--- config.mk ---
export PLATFORM = sky130hd
export DESIGN_NAME = interrupt_accept_sequencer
export DESIGN_NICKNAME = d
export VERILOG_FILES = /design/src/interrupt_accept_sequencer.v /design/src/request_flags.v /design/src/priority_pick.v
export VERILOG_INCLUDE_DIRS = /design/src
export SDC_FILE = /design/constraint.sdc
export NUM_CORES = 1
export LEC_CHECK = 0
export BUFFER_PORTS_ARGS = -buffer_cell sky130_fd_sc_hd__buf_2
export CORE_MARGIN = 8
export CORE_UTILIZATION = 52
export CTS_CLUSTER_SIZE = 28
export DETAILED_ROUTE_END_ITERATION = 8
export HOLD_SLACK_MARGIN = 0.1
export PLACE_DENSITY = 0.92
export SETUP_SLACK_MARGIN = 0.2
export SLEW_MARGIN = 20
export SYNTH_ARGS = -nofsm -noshare
export SYNTH_HDL_FRONTEND = slang
export SYNTH_SLANG_ARGS = --single-unit
export TNS_END_PERCENT = 50
--- constraint.sdc ---
create_clock -name SYS_CLK -period 2.55 [get_ports SYS_CLK]
set_input_delay 0.255 -clock SYS_CLK [delete_from_list [all_inputs] [get_ports SYS_CLK]]
set_output_delay 0.255 -clock SYS_CLK [all_outputs]
set_load 0.02 [all_outputs]
--- src/intc_defines.vh ---
`ifndef INTC_DEFINES_VH
`define INTC_DEFINES_VH

// ==========================================================================
// source and vector layout
`define N_SRC          5
`define N_VEC          4
`define SRC_BT         0
`define SRC_EXT4       1
`define SRC_EXT0       2
`define SRC_TMR0       3
`define SRC_SER        4

// ==========================================================================
// processing status codes held in the two status bits
`define ST_LEVEL0      2'h0
`define ST_LEVEL1      2'h1
`define ST_LEVEL2      2'h2
`define ST_RESET       2'h0

// ==========================================================================
// priority select write: bit 3 sets master enable, bits 2:0 pick the vector
`define PSEL_ME_BIT    3
`define PSEL_CODE_W    3
`define PSEL_RESET     3'h7

// ==========================================================================
// vector table word fields
`define VW_MBE_BIT     13
`define VW_RBE_BIT     12
`define VW_ADDR_MSB    11

// ==========================================================================
// data memory page of the interrupt control hardware
`define CTRL_PAGE      8'hfb

// ==========================================================================
// entry sequencer states
`define ENT_IDLE       2'h0
`define ENT_PUSH_PC    2'h1
`define ENT_PUSH_PSW   2'h2
`define ENT_LOAD_VEC   2'h3

// ==========================================================================
// machine cycle length in system clocks
`define CLK_PER_MC     4

`endif

--- src/interrupt_accept_sequencer.v ---
// Notes on behaviour
// - Entry takes exactly three machine cycles, stack save included.
// - Flag set during enable/disable: next instruction runs before entry.
// - Chained enable/disable: accept after the last plus one instruction.
// - Disable around the set cycle keeps request pending until enable.
// - Only global enable and disable are interrupt control instructions.
// - Flag set in last cycle: finish it, run one more, then entry.
// - Flag set earlier: entry right after the current instruction.
// - Instruction after the set is disable: request stays pending.
// - Software-set flag behaves exactly like a hardware-set flag.
// - Entry loads memory and register bank enables plus start address.
// - Reset disables all interrupts and sets status 0.
// - Service needs both source enable and master enable set.
// - Two low requests at once: higher default priority first, other held.
// - High and low together: high first, low stays pending.
// - Low during high service waits; then served in default order.
// - Accepting low moves status to 1, only designated high may nest.
// - Disabled source keeps its flag; service starts once enabled.
// - Routine may clear status to 0, letting enabled sources nest.
// - Status 0 all, 1 high only, 2 none; acceptance raises one level.
// - Status saved with the status word; return restores it.
// - Single enabled source on a vector: flag cleared on acceptance.
// - Both sharing sources enabled: OR requests, clear neither flag.
`include "intc_defines.vh"

module interrupt_accept_sequencer #(
    parameter CLK_PER_MC = `CLK_PER_MC
) (
    // clock and reset
    input  wire                     SYS_CLK,
    input  wire                     RST_N,
    // request sources
    input  wire [`N_SRC-1:0]        SRC_SET,
    // software access to flags and control bits
    input  wire [`N_SRC-1:0]        SW_SET_REQ,
    input  wire [`N_SRC-1:0]        SW_CLR_REQ,
    input  wire                     IE_WR,
    input  wire [`N_SRC-1:0]        IE_DATA,
    input  wire                     PSEL_WR,
    input  wire [3:0]               PSEL_DATA,
    input  wire                     ST_WR,
    input  wire [1:0]               ST_DATA,
    // instruction sequencer
    input  wire                     INSTR_LAST,
    input  wire                     INSTR_EI,
    input  wire                     INSTR_DI,
    input  wire                     RETURN_FROM_INTERRUPT_INSTRUCTION_EXEC,
    input  wire [1:0]               POP_ST,
    input  wire [13:0]              VEC_DATA,
    // status and entry outputs
    output reg                      MC_TICK,
    output wire [`N_SRC-1:0]        REQ_FLAGS,
    output reg  [`N_SRC-1:0]        SRC_ENABLE,
    output reg                      MASTER_ENABLE,
    output reg  [`PSEL_CODE_W-1:0]  PRIORITY_SELECT,
    output reg  [1:0]               STATUS,
    output reg                      ENTRY_ACTIVE,
    output reg                      PUSH_PC_STB,
    output reg                      PUSH_PSW_STB,
    output reg  [1:0]               PUSH_ST,
    output reg  [1:0]               VEC_SEL,
    output reg                      VEC_LOAD_STB,
    output reg  [11:0]              PC_START,
    output reg                      MBE_OUT,
    output reg                      RBE_OUT
);

localparam DIV_W = 8;
localparam [DIV_W-1:0] DIV_LAST = CLK_PER_MC[DIV_W-1:0] - 8'h01;

reg  [DIV_W-1:0]  div_ff;
reg  [1:0]        state_ff;
reg  [1:0]        nxt_state;
reg  [`N_VEC-1:0] seen_ff;
reg  [1:0]        vec_ff;
reg  [`N_SRC-1:0] acc_clr;
reg  [`N_VEC-1:0] vreq;
reg  [1:0]        st_eff;
wire              mc_en;
wire              instr_end;
wire              ctrl_instr;
wire              pick_valid;
wire [1:0]        pick_index;
wire [`N_SRC-1:0] flags;
wire [`N_SRC-1:0] live;
wire              accept;

// ==========================================================================
// machine cycle enable
always @(posedge SYS_CLK) begin
    if (!RST_N) begin
        div_ff  <= 8'h00;
        MC_TICK <= 1'b0;
    end else begin
        MC_TICK <= (div_ff == DIV_LAST);
        if (div_ff == DIV_LAST) begin
            div_ff <= 8'h00;
        end else begin
            div_ff <= div_ff + 8'h01;
        end
    end
end

assign mc_en      = MC_TICK;
assign instr_end  = mc_en & INSTR_LAST & (state_ff == `ENT_IDLE);
assign ctrl_instr = INSTR_EI | INSTR_DI;

// ==========================================================================
// request flags
request_flags #(
    .N       (`N_SRC)
) u_flags (
    .clk     (SYS_CLK),
    .rst_n   (RST_N),
    .hw_set  (SRC_SET),
    .sw_set  (SW_SET_REQ),
    .sw_clr  (SW_CLR_REQ),
    .acc_clr (acc_clr),
    .flag_ff (flags)
);

assign REQ_FLAGS = flags;

// ==========================================================================
// vector requests; a disabled source simply keeps its flag
assign live = flags & SRC_ENABLE;

always @* begin
    vreq    = {`N_VEC{1'b0}};
    vreq[0] = live[`SRC_BT] | live[`SRC_EXT4];
    vreq[1] = live[`SRC_EXT0];
    vreq[2] = live[`SRC_TMR0];
    vreq[3] = live[`SRC_SER];
    vreq    = vreq & {`N_VEC{MASTER_ENABLE}};
end

// ==========================================================================
// requests seen before the final machine cycle of an instruction
always @(posedge SYS_CLK) begin
    if (!RST_N) begin
        seen_ff <= {`N_VEC{1'b0}};
    end else if (mc_en) begin
        seen_ff <= vreq;
    end
end

// status that applies after the finishing instruction (return restores)
always @* begin
    st_eff = RETURN_FROM_INTERRUPT_INSTRUCTION_EXEC ? POP_ST : STATUS;
end

priority_pick #(
    .NV      (`N_VEC)
) u_pick (
    .vreq    (seen_ff & vreq),
    .hi_code (PRIORITY_SELECT),
    .st      (st_eff),
    .valid   (pick_valid),
    .index   (pick_index)
);

// no acceptance at the end of an enable or disable instruction
assign accept = instr_end & pick_valid & ~ctrl_instr;

// ==========================================================================
// control bits
always @(posedge SYS_CLK) begin
    if (!RST_N) begin
        SRC_ENABLE      <= {`N_SRC{1'b0}};
        MASTER_ENABLE   <= 1'b0;
        PRIORITY_SELECT <= `PSEL_RESET;
    end else begin
        if (IE_WR) begin
            SRC_ENABLE <= IE_DATA;
        end
        if (PSEL_WR) begin
            PRIORITY_SELECT <= PSEL_DATA[`PSEL_CODE_W-1:0];
        end
        if (mc_en & INSTR_LAST & INSTR_DI) begin
            MASTER_ENABLE <= 1'b0;
        end else if (mc_en & INSTR_LAST & INSTR_EI) begin
            MASTER_ENABLE <= 1'b1;
        end else if (PSEL_WR & PSEL_DATA[`PSEL_ME_BIT]) begin
            MASTER_ENABLE <= 1'b1;
        end
    end
end

// ==========================================================================
// processing status
always @(posedge SYS_CLK) begin
    if (!RST_N) begin
        STATUS <= `ST_RESET;
    end else if (mc_en && state_ff == `ENT_PUSH_PSW) begin
        if (STATUS == `ST_LEVEL0) begin
            STATUS <= `ST_LEVEL1;
        end else begin
            STATUS <= `ST_LEVEL2;
        end
    end else if (mc_en & INSTR_LAST & RETURN_FROM_INTERRUPT_INSTRUCTION_EXEC) begin
        STATUS <= POP_ST;
    end else if (ST_WR) begin
        STATUS <= ST_DATA;
    end
end

// ==========================================================================
// three-cycle entry sequencer
always @* begin
    nxt_state = state_ff;
    case (state_ff)
        `ENT_IDLE: begin
            if (accept) begin
                nxt_state = `ENT_PUSH_PC;
            end
        end
        `ENT_PUSH_PC: begin
            if (mc_en) begin
                nxt_state = `ENT_PUSH_PSW;
            end
        end
        `ENT_PUSH_PSW: begin
            if (mc_en) begin
                nxt_state = `ENT_LOAD_VEC;
            end
        end
        `ENT_LOAD_VEC: begin
            if (mc_en) begin
                nxt_state = `ENT_IDLE;
            end
        end
        default: begin
            nxt_state = `ENT_IDLE;
        end
    endcase
end

// flag clear during the status word push cycle
always @* begin
    acc_clr = {`N_SRC{1'b0}};
    if (mc_en && state_ff == `ENT_PUSH_PSW) begin
        case (vec_ff)
            2'h0: begin
                if (SRC_ENABLE[`SRC_BT] ^ SRC_ENABLE[`SRC_EXT4]) begin
                    acc_clr[`SRC_BT]   = SRC_ENABLE[`SRC_BT];
                    acc_clr[`SRC_EXT4] = SRC_ENABLE[`SRC_EXT4];
                end
            end
            2'h1: begin
                acc_clr[`SRC_EXT0] = 1'b1;
            end
            2'h2: begin
                acc_clr[`SRC_TMR0] = 1'b1;
            end
            2'h3: begin
                acc_clr[`SRC_SER] = 1'b1;
            end
            default: begin
                acc_clr = {`N_SRC{1'b0}};
            end
        endcase
    end
end

always @(posedge SYS_CLK) begin
    if (!RST_N) begin
        state_ff     <= `ENT_IDLE;
        vec_ff       <= 2'h0;
        ENTRY_ACTIVE <= 1'b0;
        PUSH_PC_STB  <= 1'b0;
        PUSH_PSW_STB <= 1'b0;
        PUSH_ST      <= `ST_RESET;
        VEC_SEL      <= 2'h0;
        VEC_LOAD_STB <= 1'b0;
        PC_START     <= 12'h000;
        MBE_OUT      <= 1'b0;
        RBE_OUT      <= 1'b0;
    end else begin
        state_ff     <= nxt_state;
        PUSH_PC_STB  <= 1'b0;
        PUSH_PSW_STB <= 1'b0;
        VEC_LOAD_STB <= 1'b0;
        if (accept) begin
            vec_ff       <= pick_index;
            VEC_SEL      <= pick_index;
            ENTRY_ACTIVE <= 1'b1;
        end
        if (mc_en) begin
            case (state_ff)
                `ENT_PUSH_PC: begin
                    PUSH_PC_STB <= 1'b1;
                end
                `ENT_PUSH_PSW: begin
                    PUSH_PSW_STB <= 1'b1;
                    PUSH_ST      <= STATUS;
                end
                `ENT_LOAD_VEC: begin
                    VEC_LOAD_STB <= 1'b1;
                    PC_START     <= VEC_DATA[`VW_ADDR_MSB:0];
                    MBE_OUT      <= VEC_DATA[`VW_MBE_BIT];
                    RBE_OUT      <= VEC_DATA[`VW_RBE_BIT];
                    ENTRY_ACTIVE <= 1'b0;
                end
                default: begin
                    PUSH_ST <= PUSH_ST;
                end
            endcase
        end
    end
end

endmodule // interrupt_accept_sequencer

--- src/request_flags.v ---
`include "intc_defines.vh"

module request_flags #(
    parameter N = `N_SRC
) (
    input  wire         clk,
    input  wire         rst_n,
    input  wire [N-1:0] hw_set,
    input  wire [N-1:0] sw_set,
    input  wire [N-1:0] sw_clr,
    input  wire [N-1:0] acc_clr,
    output reg  [N-1:0] flag_ff
);

// ==========================================================================
// one flag per source; a set always beats a clear in the same cycle
genvar i;
generate
    for (i = 0; i < N; i = i + 1) begin : g_flag
        always @(posedge clk) begin
            if (!rst_n) begin
                flag_ff[i] <= 1'b0;
            end else if (hw_set[i] | sw_set[i]) begin
                flag_ff[i] <= 1'b1;
            end else if (sw_clr[i] | acc_clr[i]) begin
                flag_ff[i] <= 1'b0;
            end
        end
    end
endgenerate

endmodule // request_flags

--- src/priority_pick.v ---
`include "intc_defines.vh"

module priority_pick #(
    parameter NV = `N_VEC
) (
    input  wire [NV-1:0]             vreq,
    input  wire [`PSEL_CODE_W-1:0]   hi_code,
    input  wire [1:0]                st,
    output reg                       valid,
    output reg  [1:0]                index
);

reg hi_hit;
integer k;

// ==========================================================================
// designated high vector first, then lowest index among the rest
always @* begin
    valid  = 1'b0;
    index  = 2'h0;
    hi_hit = (hi_code < NV) && vreq[hi_code[1:0]]
             && (st != `ST_LEVEL2);
    if (hi_hit) begin
        valid = 1'b1;
        index = hi_code[1:0];
    end else if (st == `ST_LEVEL0) begin
        for (k = NV - 1; k >= 0; k = k - 1) begin
            if (vreq[k]) begin
                valid = 1'b1;
                index = k[1:0];
            end
        end
    end
end

endmodule // priority_pick

==> results.ini <==
[synthesis]
syn-num-nets=320
synth-simple-area-share=0.239
syn_inst=263
yosys_warnings=0
async_flop_share=0
synth_top_family_by_area=simple AND/OR/NAND/NOR gates
yosysTopAreaCellShare=0.461
synth_area_sq_um=2300
avgSynthCellArea_sq_um=8.74
synth_xor_xnor_area_share=0.0229
ys_types=42
synth_seq_cells=53
ys_seq_area_frac=0.461
post-synth-top-area-cell=dfxtp_1
synthTopCellsByArea=dfxtp_1 (46%), nand2_1 (8.3%), mux2i_1 (6.1%)
synth_compound_area_frac=0.147
synthFlopType=dfxtp_1
synth-edff-count=0
synthAdderAreaFrac=0.0326
synthMuxAreaShare=0.0675

[floorplanning]
die_width_um=82.5
num_rows=24
dieArea_sq_um=6810
pin_count=90
start_util=0.536
core_area_sq_um=4290
die_y_um=82.5

[place]
portBuffers=89
hpwlAfterDp_um=4780
dpl_worst_slack_ps=745
dpl_cell_area_sq_um=2790
gp_congestion=0.939
dp.cells=397

[setup_path]
startpoint_type=flip-flop
slowest_stage=dfxtp_1
path_class=flip-flop to flip-flop
slowest_delay_ps=530
crit_chain=nand4_1 > nor3b_1 > o41ai_4 > mux2_4 > o221a_1
worst-path-max-fanout=10
end_kind=flip-flop
critPathRequiredTime_ps=2750
cp.arrival_ps=2050

[layout]
fill_cells=348
layout.nets=409
drive_gt1_frac=0.307
fin_util=0.671
multi_input_area_sq_um=1170
layout.cells.non_filler=404
syn_to_final_growth_pct=25.3
seqCellArea_sq_um=1060
stdcell_area_sq_um=2880
num_antenna_cells=0

[cts]
insertion_delay_ps=310
cts_hold_buf=0
cts-root-buf=clkbuf_8
cts_tree=built
clk_pin_slew_ps=90
cts_sinks=53
clockBufferDepth=2
h-tree-depth=2
post-cts-setup-buffers=0
cts_made_buffers=5
post_cts_resized=0

[min_path]
hp-class=input pin to flip-flop

[timing]
worst_slack_ps=705
fin_crit_sh=0.723
holdWs_ps=157
rsz0062_at_grt=no
drv_slew=0
max_slew_margin=0.541
max_freq_mhz=542
fin_crit_ps=1840
finClkSkew_ps=9.41
tns_ps=0
worst_pin_slew_ps=689
hold_viol=0
setup_viol=0

[global_route]
grt_max_degree=20
grt_usage=0.180
antenna_found_initial=0
grt_pass1_vias=2136
globalRoute.totalOverflow=0
grt_pass1_wl_um=9630

[detailed_routing]
num_vias=2185
drc=0
drt-total-wl_um=6170
final_antenna_net_count=0
post_drt_wl_per_cell_um=15.3
drt-pass1-iter-count=4
routed_via_density=5.41
drt_iter0_markers=142

[pwr]
power_mw=1.52
ir_worst_vdd_uv=258
p_per_area_nw_per_um2=526
p_leak_nw=1.31

[outcome]
status=finished, final reports clean

[job]
cap_violations=0

-- report_power, final --
part / internal, mW / leakage (nW) / total, mW / switching, mW
Combinational: 0.0720 / 0.838 / 0.160 / 0.0877
Sequential: 0.850 / 0.432 / 0.877 / 0.0271
Clock: 0.215 / 0.0433 / 0.480 / 0.265
-- path summary, 6_finish.rpt --
kind,startpoint,endpoint,slack [ps],depth (start not counted)
max,MASTER_ENABLE,vec_ff[0],710,5
min,PSEL_DATA[2],PRIORITY_SELECT[2],160,3
max reg2reg,MASTER_ENABLE,vec_ff[0],710,5
min reg2reg,div_ff[0],div_ff[0],450,1
-- per-layer routing --
| metal | global-route usage | part of all wire |
|---|---|---|
| met4 | 0.0724 | 0.014 |
| met3 | 0.0509 | 0.11 |
| met1 | 0.201 | 0.38 |
| met5 | 0 | 0 |
| met2 | 0.316 | 0.50 |
-- sequential cells by signal (all words and copies together), names as in the netlist, 2 cells and up --
name and cells:
PC_START 12, PRIORITY_SELECT 3, PUSH_ST 2, SRC_ENABLE 5
STATUS 2, div_ff 8, seen_ff 4, state_ff 2
u_flags.flag_ff 5, vec_ff 2
-- cell families after synthesis --
| family | count (synthesis) |
|---|---|
| DFF | 53 |
| buffers and inverters | 17 |
| xor gates and xnor gates | 6 |
| AOI/OAI and AO/OA | 48 |
| and+or+nand+nor | 118 |
| adders and majority gates | 6 |
| muxes | 15 |
-- cells in the final DEF (no fill, tap or decap), types with 7 or more instances in the layout --
cell	synthesis	routed
buf_2	0	89
dfxtp_1	53	53
nand2_1	51	51
nor2_1	28	28
a21oi_1	24	24
mux2i_1	14	14
nand2b_1	7	7
-- synth_stat cells, drive strengths merged (2+ instances only) --
cell type and count:
xor2 3, inv 6, nand2 51, buf 2, and2 2, nor4 2, a21oi 24, mux2i 14
nor2 28, clkbuf 8, a311oi 5, and3 3, nor3b 4, o22ai 2, nand3b 3, nor3 5
nor2b 3, dfxtp 53, nand3 4, nand2b 7, ha 6, xnor2 3, nand4 6, o21ai 5
o221a 2
-- final cells by class --
| type | count | share of cell area |
|---|---|---|
| multi-input cells | 193 | 0.406 |
| clock inverters | 1 | 0.00261 |
| inverters | 7 | 0.00912 |
| clock buffers | 6 | 0.0287 |
| repair buffers | 92 | 0.162 |
| flip-flops and latches | 53 | 0.368 |
| well taps | 52 | 0.0226 |
-- worst max-delay path, delay by kind of cell, from the launching register on --
family          cells  cell delay (ps)
compound gates      2              340
flops               1              530
mux                 1              320
simple gates        2              560
(Power assumes the default switching activity.)
